==> src/inc/dcae_pkg.sv <==
// dcae_pkg: constants, field layouts and carrier types for the chain enumeration block
// assumes a 200 MHz single clock domain and AXI4-Lite register access
package dcae_pkg;

	// register byte offsets
	localparam logic [7:0] LINK_SETUP_OFS = 8'h18;
	localparam logic [7:0] CTRL_OFS = 8'h1C;
	localparam logic [7:0] STATE_OFS = 8'h20;

	// link setup field positions
	localparam int ADDR_LSB = 0;
	localparam int SIZE_LSB = 4;
	localparam int ROLE_LSB = 8;
	localparam int RATE_LSB = 10;

	// control register layout and reset value
	localparam int CTRL_RELAY_LSB = 0;
	localparam logic [15:0] RELAY_WAIT_RST = 16'h0040;
	localparam int CTRL_RESP_EN_BIT = 16;
	localparam logic CTRL_RESP_EN_RST = 1'b1;

	// role select pin codes
	localparam logic [1:0] ROLE_MASTER = 2'b01;
	localparam logic [1:0] ROLE_TOP = 2'b10;

	// command codes: identify lives at page 3, data address 6'h09
	localparam logic [2:0] ID_PAGE = 3'h3;
	localparam logic [5:0] ID_DADDR = 6'h09;
	localparam logic [5:0] BASE_STACK = 6'h00;
	localparam logic [5:0] DONE_STACK = 6'h3F;
	localparam logic [3:0] POS_MASTER = 4'h1;
	localparam logic [3:0] POS_NONE = 4'h0;
	localparam logic [3:0] BCAST_ADDR = 4'hF;

	// system page commands that never draw a reply
	localparam logic [2:0] SYS_PAGE = 3'h3;
	localparam logic [5:0] SCAN_DADDR_LO = 6'h01;
	localparam logic [5:0] SCAN_DADDR_HI = 6'h07;
	localparam logic [5:0] MEASURE_DADDR = 6'h08;
	localparam logic [5:0] RESET_DADDR = 6'h0C;

	// answer codes placed in the data address field of ack and nak words
	localparam logic [5:0] ACK_DADDR = 6'h0C;
	localparam logic [5:0] NAK_DADDR = 6'h0D;

	localparam logic [1:0] RESP_OKAY = 2'b00;
	localparam logic [1:0] RESP_SLVERR = 2'b10;

	typedef enum logic [1:0] {K_ACK, K_NAK, K_IDENT} dcae_kind_t;

	// 24-bit command word, sent msb first
	typedef struct packed {
		logic [3:0] dev;
		logic rw;
		logic [2:0] page;
		logic [5:0] daddr;
		logic [5:0] stack;
		logic [3:0] crc;
	} dcae_cmd_t;

	// 32-bit response word, sent msb first
	typedef struct packed {
		logic [3:0] dev;
		logic rw;
		logic [2:0] page;
		logic [5:0] daddr;
		logic [5:0] addr;
		logic [7:0] zero;
		logic [3:0] crc;
	} dcae_resp_t;

endpackage : dcae_pkg

==> src/dcae_enum.sv <==
// dcae_enum: per-device identify interpreter for a daisy chain stack, with AXI4-Lite registers
// assumes whole command words arrive as one-cycle strobes from the link layer, which also
// tells whether every device nearer the master already holds a position
// Behaviour
// answer own address and the broadcast address
// role and rate pins readable in setup
// setup register holds size, position, rate, role
// words carried msb first, lsb last
// reply to all but scan, measure, reset
// host enumerates before other chain traffic
// base identify starts enumeration mode
// top acks then enters; others wait relay
// entry loads position one for master, else zero
// awaiting device takes N, replies role over N
// identify response low data bits are zero
// positioned devices track newest assigned address
// top loads like others, replies 2x
// host counts up from two until top
// identify 3F ends mode; top acks
// normal mode naks all but base identify
// command checksum checked, bad frames dropped
// checksum shift register, msb first
// position kept until next base identify
//
// Decided for this implementation: the AXI4-Lite register port.
`timescale 1ns/10ps
module dcae_enum (
	input wire logic aclk,
	input wire logic aresetn,
	input wire logic [7:0] s_axi_awaddr,
	input wire logic s_axi_awvalid,
	output logic s_axi_awready,
	input wire logic [31:0] s_axi_wdata,
	input wire logic [3:0] s_axi_wstrb,
	input wire logic s_axi_wvalid,
	output logic s_axi_wready,
	output logic [1:0] s_axi_bresp,
	output logic s_axi_bvalid,
	input wire logic s_axi_bready,
	input wire logic [7:0] s_axi_araddr,
	input wire logic s_axi_arvalid,
	output logic s_axi_arready,
	output logic [31:0] s_axi_rdata,
	output logic [1:0] s_axi_rresp,
	output logic s_axi_rvalid,
	input wire logic s_axi_rready,
	input wire logic [1:0] role_select_bits,
	input wire logic [1:0] link_rate_bits,
	input wire logic prior_placed,
	input wire logic cmd_valid,
	input wire dcae_pkg::dcae_cmd_t cmd,
	output logic resp_valid,
	output dcae_pkg::dcae_kind_t resp_kind,
	output dcae_pkg::dcae_resp_t resp,
	output logic pass_valid,
	output dcae_pkg::dcae_cmd_t pass_cmd
);
	typedef enum logic [1:0] {ST_NORMAL, ST_RELAY, ST_ENUM} dcae_state_t;

	dcae_state_t st_q;
	logic [3:0] pos_q;
	logic [3:0] size_q;
	logic [15:0] relay_q;
	logic [15:0] relay_wait_q;
	logic resp_en_q;
	logic [7:0] crc_err_q;
	logic crc_ok;
	logic [3:0] resp_crc;
	dcae_pkg::dcae_resp_t body;
	dcae_pkg::dcae_kind_t kind;
	logic reply;

	// classification of the incoming word
	function automatic logic is_identify(input dcae_pkg::dcae_cmd_t c);
		is_identify = (c.page == dcae_pkg::ID_PAGE) && (c.daddr == dcae_pkg::ID_DADDR);
	endfunction : is_identify

	function automatic logic is_silent(input dcae_pkg::dcae_cmd_t c);
		is_silent = (c.page == dcae_pkg::SYS_PAGE) && ((c.daddr >= dcae_pkg::SCAN_DADDR_LO &&
			c.daddr <= dcae_pkg::SCAN_DADDR_HI) || c.daddr == dcae_pkg::MEASURE_DADDR ||
			c.daddr == dcae_pkg::RESET_DADDR);
	endfunction : is_silent

	logic good;
	logic ident;
	logic addressed;
	logic is_master;
	logic is_top;
	logic base_id;
	logic done_id;
	logic claim;
	logic track;
	logic enter;

	dcae_crc4 #(.W(24)) u_chk (
		.frame(cmd),
		.crc(),
		.match(crc_ok)
	);

	// command decode; a bad checksum makes the word invisible
	assign good = cmd_valid && crc_ok;
	assign ident = is_identify(cmd);
	assign is_master = (role_select_bits == dcae_pkg::ROLE_MASTER);
	assign is_top = (role_select_bits == dcae_pkg::ROLE_TOP);
	assign addressed = (cmd.dev == pos_q) || (cmd.dev == dcae_pkg::BCAST_ADDR);
	assign base_id = good && ident && !cmd.rw && cmd.dev == 4'h0 && cmd.stack == dcae_pkg::BASE_STACK;
	assign done_id = good && ident && !cmd.rw && st_q == ST_ENUM && cmd.stack == dcae_pkg::DONE_STACK;
	// only the first device without a position takes the new address
	assign claim = good && ident && !cmd.rw && st_q == ST_ENUM && !done_id && cmd.stack != dcae_pkg::BASE_STACK
		&& pos_q == dcae_pkg::POS_NONE && prior_placed;
	assign track = good && ident && !cmd.rw && st_q == ST_ENUM && !done_id && cmd.stack != dcae_pkg::BASE_STACK
		&& pos_q != dcae_pkg::POS_NONE;
	// top enters at once, the rest after the ack has had time to pass down
	assign enter = (base_id && is_top) || (st_q == ST_RELAY && relay_q == 16'h0000);

	// response selection
	always_comb
	begin
		reply = 1'b0;
		kind = dcae_pkg::K_ACK;
		if (good && ident)
		begin
			if (base_id)
			begin
				reply = is_top;
			end
			else if (st_q != ST_ENUM)
			begin
				reply = addressed;
				kind = dcae_pkg::K_NAK;
			end
			else if (done_id)
			begin
				reply = is_top;
			end
			else if (claim)
			begin
				reply = 1'b1;
				kind = dcae_pkg::K_IDENT;
			end
			else if (cmd.rw)
			begin
				reply = addressed;
				kind = dcae_pkg::K_NAK;
			end
		end
		reply = reply && resp_en_q;
	end

	// response word; position field takes the new address in the same cycle
	always_comb
	begin
		body = '0;
		body.dev = claim ? cmd.stack[3:0] : pos_q;
		body.page = dcae_pkg::ID_PAGE;
		body.daddr = (kind == dcae_pkg::K_IDENT) ? dcae_pkg::ID_DADDR :
			(kind == dcae_pkg::K_ACK) ? dcae_pkg::ACK_DADDR : dcae_pkg::NAK_DADDR;
		if (kind == dcae_pkg::K_IDENT)
		begin
			body.addr = {role_select_bits, cmd.stack[3:0]};
		end
		body.zero = 8'h00;
	end

	dcae_crc4 #(.W(32)) u_gen (
		.frame(body),
		.crc(resp_crc),
		.match()
	);

	// registered answer strobe
	always_ff @(posedge aclk)
	begin
		if (!aresetn)
		begin
			resp_valid <= 1'b0;
			resp_kind <= dcae_pkg::K_ACK;
			resp <= '0;
		end
		else
		begin
			resp_valid <= reply;
			if (reply)
			begin
				resp_kind <= kind;
				resp <= {body[31:4], resp_crc};
			end
		end
	end

	// non-identify words go on to the rest of the device, tagged if they need a reply
	always_ff @(posedge aclk)
	begin
		if (!aresetn)
		begin
			pass_valid <= 1'b0;
			pass_cmd <= '0;
		end
		else
		begin
			pass_valid <= good && !ident && addressed && !is_silent(cmd);
			if (good && !ident)
			begin
				pass_cmd <= cmd;
			end
		end
	end

	// mode sequencing
	always_ff @(posedge aclk)
	begin
		if (!aresetn)
		begin
			st_q <= ST_NORMAL;
			relay_q <= 16'h0000;
		end
		else
		begin
			case (st_q)
				ST_NORMAL, ST_ENUM:
				begin
					if (base_id && is_top)
					begin
						st_q <= ST_ENUM;
					end
					else if (base_id)
					begin
						st_q <= ST_RELAY;
						relay_q <= relay_wait_q;
					end
					else if (done_id)
					begin
						st_q <= ST_NORMAL;
					end
				end
				ST_RELAY:
				begin
					if (relay_q == 16'h0000)
					begin
						st_q <= ST_ENUM;
					end
					else
					begin
						relay_q <= relay_q - 16'h0001;
					end
				end
				default:
				begin
					st_q <= ST_NORMAL;
				end
			endcase
		end
	end

	// stack position and chain length; untouched outside a sequence
	always_ff @(posedge aclk)
	begin
		if (!aresetn)
		begin
			pos_q <= dcae_pkg::POS_NONE;
			size_q <= dcae_pkg::POS_NONE;
		end
		else if (enter)
		begin
			pos_q <= is_master ? dcae_pkg::POS_MASTER : dcae_pkg::POS_NONE;
			size_q <= is_master ? dcae_pkg::POS_MASTER : dcae_pkg::POS_NONE;
		end
		else if (claim)
		begin
			pos_q <= cmd.stack[3:0];
			size_q <= cmd.stack[3:0];
		end
		else if (track)
		begin
			size_q <= cmd.stack[3:0];
		end
	end

	// checksum failure counter, saturating
	always_ff @(posedge aclk)
	begin
		if (!aresetn)
		begin
			crc_err_q <= 8'h00;
		end
		else if (cmd_valid && !crc_ok && crc_err_q != 8'hFF)
		begin
			crc_err_q <= crc_err_q + 8'h01;
		end
	end

	// AXI4-Lite write: address and data taken together, one write at a time
	logic wr_go;
	assign wr_go = s_axi_awvalid && s_axi_wvalid && !s_axi_bvalid;
	assign s_axi_awready = wr_go;
	assign s_axi_wready = wr_go;

	always_ff @(posedge aclk)
	begin
		if (!aresetn)
		begin
			s_axi_bvalid <= 1'b0;
			s_axi_bresp <= dcae_pkg::RESP_OKAY;
			relay_wait_q <= dcae_pkg::RELAY_WAIT_RST;
			resp_en_q <= dcae_pkg::CTRL_RESP_EN_RST;
		end
		else if (wr_go)
		begin
			s_axi_bvalid <= 1'b1;
			s_axi_bresp <= dcae_pkg::RESP_OKAY;
			if (s_axi_awaddr == dcae_pkg::CTRL_OFS)
			begin
				if (s_axi_wstrb[0])
				begin
					relay_wait_q[7:0] <= s_axi_wdata[dcae_pkg::CTRL_RELAY_LSB +: 8];
				end
				if (s_axi_wstrb[1])
				begin
					relay_wait_q[15:8] <= s_axi_wdata[dcae_pkg::CTRL_RELAY_LSB + 8 +: 8];
				end
				if (s_axi_wstrb[2])
				begin
					resp_en_q <= s_axi_wdata[dcae_pkg::CTRL_RESP_EN_BIT];
				end
			end
			else if (s_axi_awaddr != dcae_pkg::LINK_SETUP_OFS && s_axi_awaddr != dcae_pkg::STATE_OFS)
			begin
				s_axi_bresp <= dcae_pkg::RESP_SLVERR;
			end
		end
		else if (s_axi_bready)
		begin
			s_axi_bvalid <= 1'b0;
		end
	end

	// AXI4-Lite read; read-only registers ignore writes but answer okay
	assign s_axi_arready = !s_axi_rvalid;

	always_ff @(posedge aclk)
	begin
		if (!aresetn)
		begin
			s_axi_rvalid <= 1'b0;
			s_axi_rdata <= 32'h00000000;
			s_axi_rresp <= dcae_pkg::RESP_OKAY;
		end
		else if (s_axi_arvalid && !s_axi_rvalid)
		begin
			s_axi_rvalid <= 1'b1;
			s_axi_rresp <= dcae_pkg::RESP_OKAY;
			s_axi_rdata <= 32'h00000000;
			case (s_axi_araddr)
				dcae_pkg::LINK_SETUP_OFS:
				begin
					s_axi_rdata[dcae_pkg::ADDR_LSB +: 4] <= pos_q;
					s_axi_rdata[dcae_pkg::SIZE_LSB +: 4] <= size_q;
					s_axi_rdata[dcae_pkg::ROLE_LSB +: 2] <= role_select_bits;
					s_axi_rdata[dcae_pkg::RATE_LSB +: 2] <= link_rate_bits;
				end
				dcae_pkg::CTRL_OFS:
				begin
					s_axi_rdata[15:0] <= relay_wait_q;
					s_axi_rdata[dcae_pkg::CTRL_RESP_EN_BIT] <= resp_en_q;
				end
				dcae_pkg::STATE_OFS:
				begin
					s_axi_rdata[1:0] <= st_q;
					s_axi_rdata[15:8] <= crc_err_q;
				end
				default:
				begin
					s_axi_rresp <= dcae_pkg::RESP_SLVERR;
				end
			endcase
		end
		else if (s_axi_rready)
		begin
			s_axi_rvalid <= 1'b0;
		end
	end

	// checks
	a_crc_drop: assert property (@(posedge aclk) disable iff (!aresetn)
		cmd_valid && !crc_ok |=> !resp_valid && !pass_valid) else $error("bad checksum drew an answer");
	a_base_enter: assert property (@(posedge aclk) disable iff (!aresetn)
		base_id && is_top |=> st_q == ST_ENUM) else $error("top did not enter enumeration");
	a_top_ack: assert property (@(posedge aclk) disable iff (!aresetn)
		base_id && is_top && resp_en_q |=> resp_valid && resp_kind == dcae_pkg::K_ACK) else $error("top base ack missing");
	a_relay_hold: assert property (@(posedge aclk) disable iff (!aresetn)
		st_q == ST_RELAY && relay_q != 16'h0000 |=> st_q == ST_RELAY) else $error("entry before relay wait");
	a_entry_load: assert property (@(posedge aclk) disable iff (!aresetn)
		enter |=> pos_q == (is_master ? 4'h1 : 4'h0) && size_q == pos_q) else $error("wrong entry position");
	a_claim_pos: assert property (@(posedge aclk) disable iff (!aresetn)
		claim |=> pos_q == $past(cmd.stack[3:0]) && size_q == pos_q) else $error("address not taken");
	a_ident_word: assert property (@(posedge aclk) disable iff (!aresetn)
		resp_valid && resp_kind == dcae_pkg::K_IDENT |-> resp.addr == {role_select_bits, pos_q} && resp.zero == 8'h00)
		else $error("identify response malformed");
	a_size_track: assert property (@(posedge aclk) disable iff (!aresetn)
		track && !enter |=> size_q == $past(cmd.stack[3:0]) && $stable(pos_q)) else $error("size not tracked");
	a_done_exit: assert property (@(posedge aclk) disable iff (!aresetn)
		done_id |=> st_q == ST_NORMAL ##1 (st_q == ST_NORMAL || $past(base_id)))
		else $error("enumeration not closed");
	a_normal_nak: assert property (@(posedge aclk) disable iff (!aresetn)
		good && ident && !base_id && st_q == ST_NORMAL && addressed && resp_en_q
		|=> resp_valid && resp_kind == dcae_pkg::K_NAK) else $error("normal mode identify not refused");
	a_pos_kept: assert property (@(posedge aclk) disable iff (!aresetn)
		st_q == ST_NORMAL && !base_id |=> $stable(pos_q) && $stable(size_q)) else $error("position lost");
endmodule : dcae_enum

==> src/dcae_crc4.sv <==
// dcae_crc4: four-bit frame checksum over all bits but the last nibble
// assumes the frame is presented whole; purely combinational
`timescale 1ns/10ps
module dcae_crc4 #(
	parameter int W = 24
) (
	input wire logic [W-1:0] frame,
	output logic [3:0] crc,
	output logic match
);
	// shift in msb first, last nibble excluded
	always_comb
	begin
		crc = 4'h0;
		for (int i = W - 1; i >= 4; i--)
		begin
			crc = {crc[2], crc[1], crc[0] ^ crc[3], frame[i] ^ crc[3]};
		end
		match = (crc == frame[3:0]);
	end
endmodule : dcae_crc4

==> config.mk <==
export PLATFORM = sky130hd
export DESIGN_NAME = dcae_enum
export DESIGN_NICKNAME = d
export VERILOG_FILES = /design/src/inc/dcae_pkg.sv /design/src/dcae_enum.sv /design/src/dcae_crc4.sv
export SDC_FILE = /design/constraint.sdc
export NUM_CORES = 1
export LEC_CHECK = 0
export BUFFER_PORTS_ARGS = -buffer_cell sky130_fd_sc_hd__buf_2
export CAP_MARGIN = 20
export CORE_MARGIN = 2
export CORE_UTILIZATION = 49
export CTS_BUF_LIST = sky130_fd_sc_hd__clkbuf_8
export DETAILED_ROUTE_END_ITERATION = 10
export MAX_ROUTING_LAYER = met4
export PLACE_DENSITY = 0.84
export RECOVER_POWER = 100
export SKIP_LAST_GASP = 1
export SYNTH_ARGS = -nofsm -noshare
export SYNTH_HDL_FRONTEND = slang
export SYNTH_HIERARCHICAL = 1
export SYNTH_SLANG_ARGS = --single-unit
export TNS_END_PERCENT = 30
==> constraint.sdc <==
create_clock -name aclk -period 5 [get_ports aclk]
set_input_delay 0.75 -clock aclk [delete_from_list [all_inputs] [get_ports aclk]]
set_output_delay 0.75 -clock aclk [all_outputs]
set_load 0.02 [all_outputs]
Word level (Yosys, flattened, before mapping)

Cells that the tools add are included.
Widths: inputs -> output; s select.

Bits in registers: 123

Add/sub/neg operators: 2
$lt $le $gt $ge: 2
Equal/unequal tests: 26
Muxes and demuxes: 42
Bitwise operators: 70
Reductions and logical operators: 57

Operators by type and width:

| kind                  | count |
|---|---|
| $xor 1x1->1           | 65 |
| $mux 16               | 3 |
| $pmux 16 s2           | 1 |
| $logic_and 1x1->1     | 27 |
| $eq 8x5->1 const B    | 3 |
| $mux 2                | 12 |
| $mux 4                | 5 |
| $eq 6x4->1 const B    | 3 |
| $logic_not 16->1      | 1 |
| $sub 16x1->16 const B | 1 |
| $mux 1                | 14 |
| $pmux 4 s3            | 1 |
| $pmux 6 s2            | 1 |
| $reduce_and 3->1      | 3 |
| $add 8x1->8 const B   | 1 |
| $eq 4x4->1            | 2 |
| $eq 8x6->1 const B    | 1 |
| $logic_not 4->1       | 2 |
| $ne 2x2->1 const B    | 4 |
| $ne 8x5->1 const B    | 1 |
| $ne 8x6->1 const B    | 1 |
| $ne 8x8->1 const B    | 1 |
| $pmux 4 s2            | 1 |
| $logic_not 1->1       | 7 |
| 26 further kinds      | 38 |

Logic depth before layout (Yosys ltp)

Gate-level depths: netlist (run 1).

Word-level depth: 35
Depth in mapped cells: 16
Gate-level depth less buffers: 15

By module

The synthesis (run 1) kept the hierarchy.

By module, submodules not included:

| module            | instances | cells each | area each (um2) | seq. area each (um2) |
|---|---|---|---|---|
| dcae_enum         | 1         | 672        | 5759.3          | 2342.2 |
| dcae_crc4 (u_gen) | 1         | 40         | 588.1           | 0.0 |
| dcae_crc4 (u_chk) | 1         | 33         | 436.7           | 0.0 |

Worst setup path after synthesis (run 1)

Ideal clock, no wire load.

Path kind: in2reg
Start point: input port cmd[16] (netlist name)
End point: register resp[0] (netlist name)
Library setup time: 0.120 ns
Arrival time: 5.291 ns
Data required time: 4.880 ns
Path slack: -0.411 ns
Cell stages on the path: 16
Path buffers: 1
Path through: xnor2_2 -> xnor3_2 -> xnor2_2 -> xor3_1 -> nor4_2 -> nand2_1 -> or4_4 -> buf_6 -> nor4_1 -> or2_2 -> xnor3_1 -> xnor2_4 -> xnor3_4 -> xor2_1 -> nand2_1 -> mux2i_1

RTL lines:

| element              | RTL line         | RTL |
|---|---|---|
| start, declared      | dcae_enum.sv:51  | `input wire dcae_pkg::dcae_cmd_t cmd,` |
| end signal, assigned | dcae_enum.sv:187 | `resp <= {body[31:4], resp_crc};` |
| end, declared        | dcae_enum.sv:54  | `output dcae_pkg::dcae_resp_t resp,` |

==> results of run 1 <==
[worst register-to-register path: stages (launching register included)]
cell,delay [ns]
dfxtp_1,0.36
or4_1,0.55
a211o_1,0.37
or2_1,0.35
nor2_1,0.18
and2_1,0.18
xor3_1,0.41
xnor2_2,0.19
xnor3_1,0.47
xnor2_1,0.18
nand2_1,0.07
mux2i_1,0.16
[per-layer routing]
| metal | vias to the layer above | wire length (µm) |
|---|---|---|
| li1 | 2888 | - |
| met1 | 2848 | 7450 |
| met2 | 267 | 8310 |
| met3 | 37 | 1350 |
| met4 | 0 | 407 |
| met5 | - | 0 |
[power breakdown]
part	internal (W)	switching, W	total [W]
Clock	0.000434	0.000402	0.000836
Sequential	0.000970	0.0000259	0.000996
Combinational	0.000240	0.000295	0.000535
[flip-flops by register name, summed over array words and instances (netlist names), 2 cells and up]
signal	flops
crc_err_q	8
pass_cmd	24
pos_q	4
relay_q	16
relay_wait_q	16
resp	17
resp_kind	2
s_axi_rdata	17
size_q	4
st_q	2
[area by class of cell]
type	count	area [µm²]
sequential	117	2340
timing repair buffer	180	858
clock inverter	13	138
multi-input combinational	582	3980
fill	1177	5420
tap	176	220
clock buffer	17	234
inverter	14	52.6
[metrics by stage]
| step | setup TNS [ns] | util (%) | setup WS, ns | power (W) |
|---|---|---|---|---|
| after floorplan | 0 | - | 0.0103 | 0.00142 |
| after CTS | 0 | 60.4 | 0.375 | 0.00239 |
| after global placement | -0.00196 | 57.6 | -0.00196 | 0.00155 |
| final | 0 | 59.1 | 0.332 | 0.00237 |
| after detailed placement | -0.197 | 57.6 | -0.0889 | 0.00156 |
| after global routing | 0 | 59.1 | 0.0825 | 0.00246 |
[path summary, 6_finish.rpt]
check	end	cells after the start	startpoint
setup / recovery	resp[1]$_SDFFE_PN0P_	17	cmd[16]
setup reg to reg	resp[1]$_SDFFE_PN0P_	11	pos_q[3]$_SDFF_PP0_
hold reg to reg	resp[30]$_SDFFE_PN0P_	2	resp[30]$_SDFFE_PN0P_
hold / removal	resp[30]$_SDFFE_PN0P_	2	resp[30]$_SDFFE_PN0P_
==> flow_metrics.env, run 1 <==
export IMPL_antenna_found_initial=0
export IMPL_crit_family="XOR/XNOR gates"
export IMPL_leakagePower_nw=3.33
export IMPL_rsz0062_at_grt="no"
export IMPL_ctsResizeCount=0
export IMPL_postCtsSetupRepairBufs=0
export IMPL_grt_ovfl_total=0
export IMPL_antenna_left=0
export IMPL_drive_gt1_share_pct=16.8
export IMPL_grt_pass1_wl_um=28100
export IMPL_nNetsFinal=1003
export IMPL_crit_required_ns=5.38
export IMPL_core_area_um2=13200
export IMPL_finalSetupViolCount=0
export IMPL_met3_usage_pct=5.14
export IMPL_grt_total_usage_pct=25.0
export IMPL_place_area_um2=7630
export IMPL_pin_count=190
export IMPL_critPathSlowestCell="or4_4"
export IMPL_use_met1_pct=31.9
export IMPL_vias=6040
export IMPL_die_y_um=120
export IMPL_p_per_area_nw_per_um2=302
export IMPL_worstPathBufferInverterCount=2
export IMPL_worst_pin_slew_ns=1.75
export IMPL_max_freq_mhz=214
export IMPL_hold_viol=0
export IMPL_synth_area_per_cell_um2=9.02
export IMPL_rows=42
export IMPL_grt_busiest_layer="met2"
export IMPL_relSlewSlack_pct=-16.5
export IMPL_hp_class="reg2reg"
export IMPL_critical_path_max_stage_delay_ns=0.56
export IMPL_grt_pass1_vias=5683
export IMPL_place_inst=1068
export IMPL_drtIter0Drc=567
export IMPL_wl_per_cell_um=15.9
export IMPL_peakVddDrop_mv=0.162
export IMPL_hold_slack_ns=0.461
export IMPL_hold_buffers=0
export IMPL_reg2reg_slack_ns=1.46
export IMPL_die_width_um=120
export IMPL_area_growth_pct=17.8
export IMPL_cp_max_fo=4
export IMPL_post_route_drc_count=0
export IMPL_first_pass_iters=5
export IMPL_violations="capacitance limit, slew limit"
export IMPL_routabilityCongestion=0.891
export IMPL_final_cell_area_um2=7830
export IMPL_via_per_inst=5.50
export IMPL_end_kind="flop"
export IMPL_numCtsBuffers=17
export IMPL_final_cell_mix="dfxtp_1 (117), nor2_1 (89), clkbuf_1 (84)"
export IMPL_cts_clk_slew_worst_paths_ns=0.08
export IMPL_startpoint_type="primary input"
export IMPL_layout_cells_non_filler=1099
export IMPL_post_route_period_util_pct=93.4
export IMPL_grt_max_degree=74
export IMPL_dieArea_um2=14500
export IMPL_worstSkewPairLatency_ns=0.46
export IMPL_yosys_warnings=6
export IMPL_dp_hpwl_um=12600
export IMPL_path_class="in2reg"
export IMPL_period_minus_slack_ns=4.67
export IMPL_h_tree_depth=4
export IMPL_routed_wl_um=17500
export IMPL_syn_inst=736
export IMPL_clock_path_buffers=2
export IMPL_layout_commonest_cell="dfxtp_1"
export IMPL_drv_slew=67
export IMPL_root_buffer="clkbuf_8"
export IMPL_portBuffers=143
export IMPL_grt_met2_usage_pct=39.4
export IMPL_status="finished, violations left"
export IMPL_arrival_ns=5.05
export IMPL_syn_area_um2=6640
export IMPL_cts_sinks=117
export IMPL_crit_chain="buf_2 > xnor2_1 > xnor3_2 > xnor2_2 > xor3_1 > nor4_4 > nand2_1 > or4_4 > clkbuf_1 > nor2_1 > and2_1 > xor3_1 > xnor2_2 > xnor3_1 > xnor2_1 > nand2_1 > mux2i_1"
export IMPL_clock_skew_ns=0.0164
export IMPL_cts_tree="done"
export IMPL_start_util_pct=50.1
export IMPL_cap_violations=2
export IMPL_diodes=0
Power figures use the tool's default switching activity.
==> inputs of run 2 (changes only) <==
--- a/config.mk
+++ b/config.mk
@@ -8,11 +8,10 @@
 export BUFFER_PORTS_ARGS = -buffer_cell sky130_fd_sc_hd__buf_2
 export CAP_MARGIN = 20
 export CORE_MARGIN = 2
-export CORE_UTILIZATION = 49
-export CTS_BUF_LIST = sky130_fd_sc_hd__clkbuf_8
+export CORE_UTILIZATION = 48
 export DETAILED_ROUTE_END_ITERATION = 10
 export MAX_ROUTING_LAYER = met4
-export PLACE_DENSITY = 0.84
+export PLACE_DENSITY = 0.82
 export RECOVER_POWER = 100
 export SKIP_LAST_GASP = 1
 export SYNTH_ARGS = -nofsm -noshare
==> flow_metrics.env, run 2 (synthesized netlist as in run 1, its figures left out) <==
export IMPL_status="finished, violations left"
export IMPL_violations="capacitance limit, slew limit"
export IMPL_finalSetupViolCount=0
export IMPL_p_total_w=0.00282
export IMPL_p_per_area_nw_per_um2=345
export IMPL_cap_violations=2
export IMPL_post_route_drc_count=0
export IMPL_end_kind="flop"
export IMPL_routed_wl_um=18500
export IMPL_largest_reg_flops=24
export IMPL_place_inst=1078
export IMPL_root_buffer="clkbuf_16"
export IMPL_cts_sinks=117
export IMPL_grt_ovfl_total=0
export IMPL_fin_setup_tns_ns=0
export IMPL_hold_viol=0
export IMPL_seqCellArea_um2=2340
export IMPL_peakVddDrop_mv=0.248
export IMPL_setup_slack_ns=0.265
export IMPL_grt_max_degree=74
export IMPL_rr_worst_depth=11
export IMPL_relSlewSlack_pct=-67.6
export IMPL_n_fill_cell=1171
export IMPL_first_pass_iters=5
export IMPL_largest_register="pass_cmd"
export IMPL_h_tree_depth=4
export IMPL_start_util_pct=49.6
export IMPL_multi_input_area_um2=3990
export IMPL_postCtsSetupRepairBufs=0
export IMPL_drtIter0Drc=555
export IMPL_pin_count=190
export IMPL_portBuffers=143
export IMPL_routabilityCongestion=0.907
export IMPL_dieArea_um2=14800
export IMPL_worstSkewPairLatency_ns=0.42
export IMPL_drv_slew=10
export IMPL_startpoint_type="primary input"
export IMPL_grt_total_usage_pct=26.2
export IMPL_max_freq_mhz=211
export IMPL_worst_pin_slew_ns=2.48
export IMPL_cts_clk_slew_worst_paths_ns=0.05
export IMPL_clock_skew_ns=0.00880
export IMPL_arrival_ns=5.08
export IMPL_via_per_inst=5.49
export IMPL_grt_pass1_vias=5913
export IMPL_path_class="in2reg"
export IMPL_core_area_um2=13400
export IMPL_reg_top3="pass_cmd x24, resp x17, s_axi_rdata x17"
export IMPL_post_route_period_util_pct=94.7
export IMPL_diodes=0
export IMPL_hold_slack_ns=0.459
export IMPL_place_ws_ns=-0.122
export IMPL_drive_gt1_share_pct=17.9
export IMPL_leakagePower_nw=3.52
export IMPL_area_growth_pct=23.1
export IMPL_nNetsFinal=1013
export IMPL_antenna_left=0
export IMPL_antenna_found_initial=0
export IMPL_crit_required_ns=5.35
export IMPL_layout_commonest_cell="dfxtp_1"
export IMPL_die_width_um=122
export IMPL_cts_tree="done"
export IMPL_rows=42
export IMPL_hold_path_cell_count=2
export IMPL_final_cell_mix="dfxtp_1 (117), nor2_1 (89), clkbuf_1 (85)"
export IMPL_cp_max_fo=6
export IMPL_die_y_um=122
export IMPL_clock_path_buffers=2
export IMPL_hp_class="reg2reg"
export IMPL_rsz0062_at_grt="no"
export IMPL_layout_cells_non_filler=1110
export IMPL_numCtsBuffers=17
export IMPL_dp_hpwl_um=12900
export IMPL_wl_per_cell_um=16.6
export IMPL_vias=6091
export IMPL_period_minus_slack_ns=4.74
export IMPL_hold_buffers=0
export IMPL_grt_pass1_wl_um=29300
export IMPL_ctsResizeCount=0
## run 2: changes by cell type in the layout (fill, tap and decap cells not counted), sizes merged
cell / before / now
buf: 93 / 103
bufinv: 2 / 4
clkbuf: 104 / 108
clkinvlp: 5 / 2
inv: 16 / 14
## run 2: worst paths after layout
kind / startpoint / slack [ns] / to
hold reg to reg: resp[16]$_SDFFE_PN0P_ / 0.46 / resp[16]$_SDFFE_PN0P_
setup / recovery: cmd[16] / 0.26 / resp[1]$_SDFFE_PN0P_
hold / removal: resp[16]$_SDFFE_PN0P_ / 0.46 / resp[16]$_SDFFE_PN0P_
setup reg to reg: pos_q[3]$_SDFF_PP0_ / 1.44 / resp[1]$_SDFFE_PN0P_
## run 2: cell type report
type	instances	share of cell area (%)
Clock inverter	10	1.90
Multi-Input combinational cell	582	48.8
Timing Repair Buffer	190	11.8
Sequential cell	117	28.7
Tap cell	176	2.69
Clock buffer	21	5.51
Inverter	14	0.643
## run 2: power by group
| group | switching [W] | internal, W |
|---|---|---|
| sequential | 0.0000256 | 0.000972 |
| clock | 0.000427 | 0.000839 |
| combinational | 0.000307 | 0.000248 |
## run 2: stage by stage
stage	utilization [%]	cell area, µm²
5_1_grt	61.0	8170
3_5_place_dp	57.5	7710
6_report	61.0	8170
4_1_cts	62.0	8310
3_3_place_gp	57.5	7710
2_1_floorplan	-	6840
## run 2: metal layers
metal / track usage (%) / vias up / share of wire [%]
met5: - / - / 0
met4: 9.91 / 0 / 2.6
met3: 6.04 / 46 / 7.8
met2: 41.5 / 288 / 48
met1: 32.6 / 2834 / 42
li1: - / 2923 / -
## run 2: worst max-delay path: stages
cell      delay [ns]
clkbuf_1        0.12
xnor2_2         0.21
xnor3_2         0.47
xnor2_2         0.20
xor3_1          0.39
nor4_4          0.25
nand2_1         0.12
or4_4           0.57
buf_4           0.19
nor2_1          0.16
and2_1          0.18
xor3_2          0.40
xnor2_2         0.17
xnor3_1         0.46
xnor2_1         0.21
nand2_1         0.07
mux2i_1         0.15
==> inputs of run 3 (changes only) <==
--- a/config.mk
+++ b/config.mk
@@ -8,10 +8,11 @@
 export BUFFER_PORTS_ARGS = -buffer_cell sky130_fd_sc_hd__buf_2
 export CAP_MARGIN = 20
 export CORE_MARGIN = 2
-export CORE_UTILIZATION = 48
+export CORE_UTILIZATION = 59
+export CTS_BUF_LIST = sky130_fd_sc_hd__clkbuf_4
 export DETAILED_ROUTE_END_ITERATION = 10
 export MAX_ROUTING_LAYER = met4
-export PLACE_DENSITY = 0.82
+export PLACE_DENSITY = 0.94
 export RECOVER_POWER = 100
 export SKIP_LAST_GASP = 1
 export SYNTH_ARGS = -nofsm -noshare
==> constraint.sdc (replaced) <==
create_clock -name aclk -period 5.65 [get_ports aclk]
set_input_delay 0.8475 -clock aclk [delete_from_list [all_inputs] [get_ports aclk]]
set_output_delay 0.8475 -clock aclk [all_outputs]
set_load 0.02 [all_outputs]
==> flow_metrics.env, run 3 (synthesized netlist as in run 1, its figures left out) <==
export IMPL_status="finished, violations left"
export IMPL_violations="capacitance limit, slew limit"
export IMPL_vias=5976
export IMPL_path_class="in2reg"
export IMPL_rsz0062_at_grt="no"
export IMPL_combPwrFrac_pct=23.2
export IMPL_cts_sinks=117
export IMPL_crit_required_ns=6.10
export IMPL_largest_register="pass_cmd"
export IMPL_internal_power_w=0.00132
export IMPL_critical_path_max_stage_delay_ns=0.61
export IMPL_hold_buffers=0
export IMPL_via_per_inst=5.73
export IMPL_place_area_um2=7400
export IMPL_antenna_found_initial=1
export IMPL_post_route_period_util_pct=93.0
export IMPL_root_buffer="clkbuf_4"
export IMPL_crit_chain="buf_2 > xnor3_2 > xor2_1 > xnor2_2 > xor3_1 > nor4_2 > nand2_1 > or4_4 > nor4_1 > or2_2 > xnor3_1 > xnor2_4 > xnor3_4 > xor2_1 > nand2_1 > mux2i_1"
export IMPL_clock_path_buffers=2
export IMPL_start_util_pct=61.0
export IMPL_nNetsFinal=980
export IMPL_cp_max_fo=10
export IMPL_power_share_clock_pct=31.3
export IMPL_critPathSlowestCell="or4_4"
export IMPL_routabilityCongestion=0.871
export IMPL_drv_slew=75
export IMPL_pin_count=190
export IMPL_grt_pass1_vias=5668
export IMPL_ctsResizeCount=0
export IMPL_startpoint_type="primary input"
export IMPL_final_cell_mix="dfxtp_1 (117), nor2_1 (89), nand2_1 (76)"
export IMPL_hp_class="reg2reg"
export IMPL_drive_gt1_share_pct=16.2
export IMPL_drtIter0Drc=785
export IMPL_portBuffers=143
export IMPL_max_freq_mhz=190
export IMPL_grt_pass1_wl_um=26800
export IMPL_p_sw_w=0.000620
export IMPL_worst_pin_slew_ns=3.14
export IMPL_rows=38
export IMPL_first_pass_iters=5
export IMPL_period_minus_slack_ns=5.26
export IMPL_layout_commonest_cell="dfxtp_1"
export IMPL_reg_top3="pass_cmd x24, resp x17, s_axi_rdata x17"
export IMPL_fin_setup_tns_ns=0
export IMPL_relSlewSlack_pct=-110
export IMPL_arrival_ns=5.70
export IMPL_cts_clk_slew_worst_paths_ns=0.11
export IMPL_grt_max_degree=75
export IMPL_finalSetupViolCount=0
export IMPL_leakagePower_nw=3.21
export IMPL_dp_hpwl_um=12400
export IMPL_grt_ovfl_total=0
export IMPL_worstSkewPairLatency_ns=0.52
export IMPL_end_kind="flop"
export IMPL_antenna_left=0
export IMPL_reg2reg_slack_ns=1.99
export IMPL_grt_total_usage_pct=29.4
export IMPL_pwr_share_seq_pct=45.5
export IMPL_post_route_drc_count=0
export IMPL_postCtsSetupRepairBufs=0
export IMPL_core_area_um2=10900
export IMPL_h_tree_depth=4
export IMPL_cap_violations=1
export IMPL_die_width_um=110
export IMPL_dieArea_um2=12100
export IMPL_p_per_area_nw_per_um2=257
export IMPL_wl_per_cell_um=16.4
export IMPL_p_total_w=0.00194
export IMPL_area_growth_pct=13.7
export IMPL_peakVddDrop_mv=0.164
export IMPL_largest_reg_flops=24
export IMPL_cts_tree="done"
export IMPL_switching_share_pct=32.0
export IMPL_final_cell_area_um2=7550
export IMPL_numCtsBuffers=17
export IMPL_routed_wl_um=17100
export IMPL_clock_skew_ns=0.0206
export IMPL_hold_viol=0
export IMPL_die_y_um=110
run 3: cell types whose count changed in the layout (fill, tap and decap cells not counted), moves of 11 or more:
cell,before,now
clkbuf_1,85,74
clkbuf_16,17,0
buf_4,34,11
clkbuf_4,4,17
run 3: final cells by class:
class / instances / area (µm²)
Antenna cell: 1 / 2.50
Clock buffer: 17 / 128
Clock inverter: 15 / 158
Fill cell: 897 / 3340
Inverter: 14 / 52.6
Multi-Input combinational cell: 582 / 3970
Sequential cell: 117 / 2340
Tap cell: 140 / 175
Timing Repair Buffer: 157 / 721
run 3: critical path, delay by kind of cell:
family,cells,cell delay [ns]
xor gates and xnor gates,8,2.70
buffers and inverters,1,0.16
muxes,1,0.23
and+or+nand+nor,6,1.75
run 3: through the flow:
stage | utilization [%] | setup WS, ns | hold WS [ns] | instances
after floorplan | - | 0.278 | 0.439 | 783
after global routing | 69.3 | 0.156 | 0.447 | 1043
after global placement | 67.9 | 0.247 | 0.434 | 1010
after detailed placement | 67.9 | 0.121 | 0.443 | 1010
after CTS | 70.5 | 0.565 | 0.461 | 1042
final | 69.3 | 0.395 | 0.467 | 1043
run 3: worst paths after layout:
check | from | endpoint | cells past startpoint
worst max-delay path | cmd[22] | resp[0]$_SDFFE_PN0P_ | 16
worst min-delay path | resp[0]$_SDFFE_PN0P_ | resp[0]$_SDFFE_PN0P_ | 2
worst max register to register | pos_q[3]$_SDFF_PP0_ | resp[0]$_SDFFE_PN0P_ | 10
worst min register to register | resp[0]$_SDFFE_PN0P_ | resp[0]$_SDFFE_PN0P_ | 2
run 3: routing by layer:
layer  GRT usage [%]  part of all wire [%]  vias up
met1            35.1                    40     2752
met2            47.0                    49      319
met4            14.2                   3.3        0
met5               -                     0        -
li1                -                     -     2854
met3            6.53                   8.3       51
run 3: power groups by stage:
stage / Sequential, W / Clock (W) / Combinational [W]
CTS: 0.000880 / 0.000619 / 0.000457
detailed placement: 0.000898 / 0 / 0.000454
global placement: 0.000897 / 0 / 0.000438
finish: 0.000881 / 0.000607 / 0.000450
global route: 0.000886 / 0.000658 / 0.000485
floorplan: 0.000932 / 0 / 0.000312
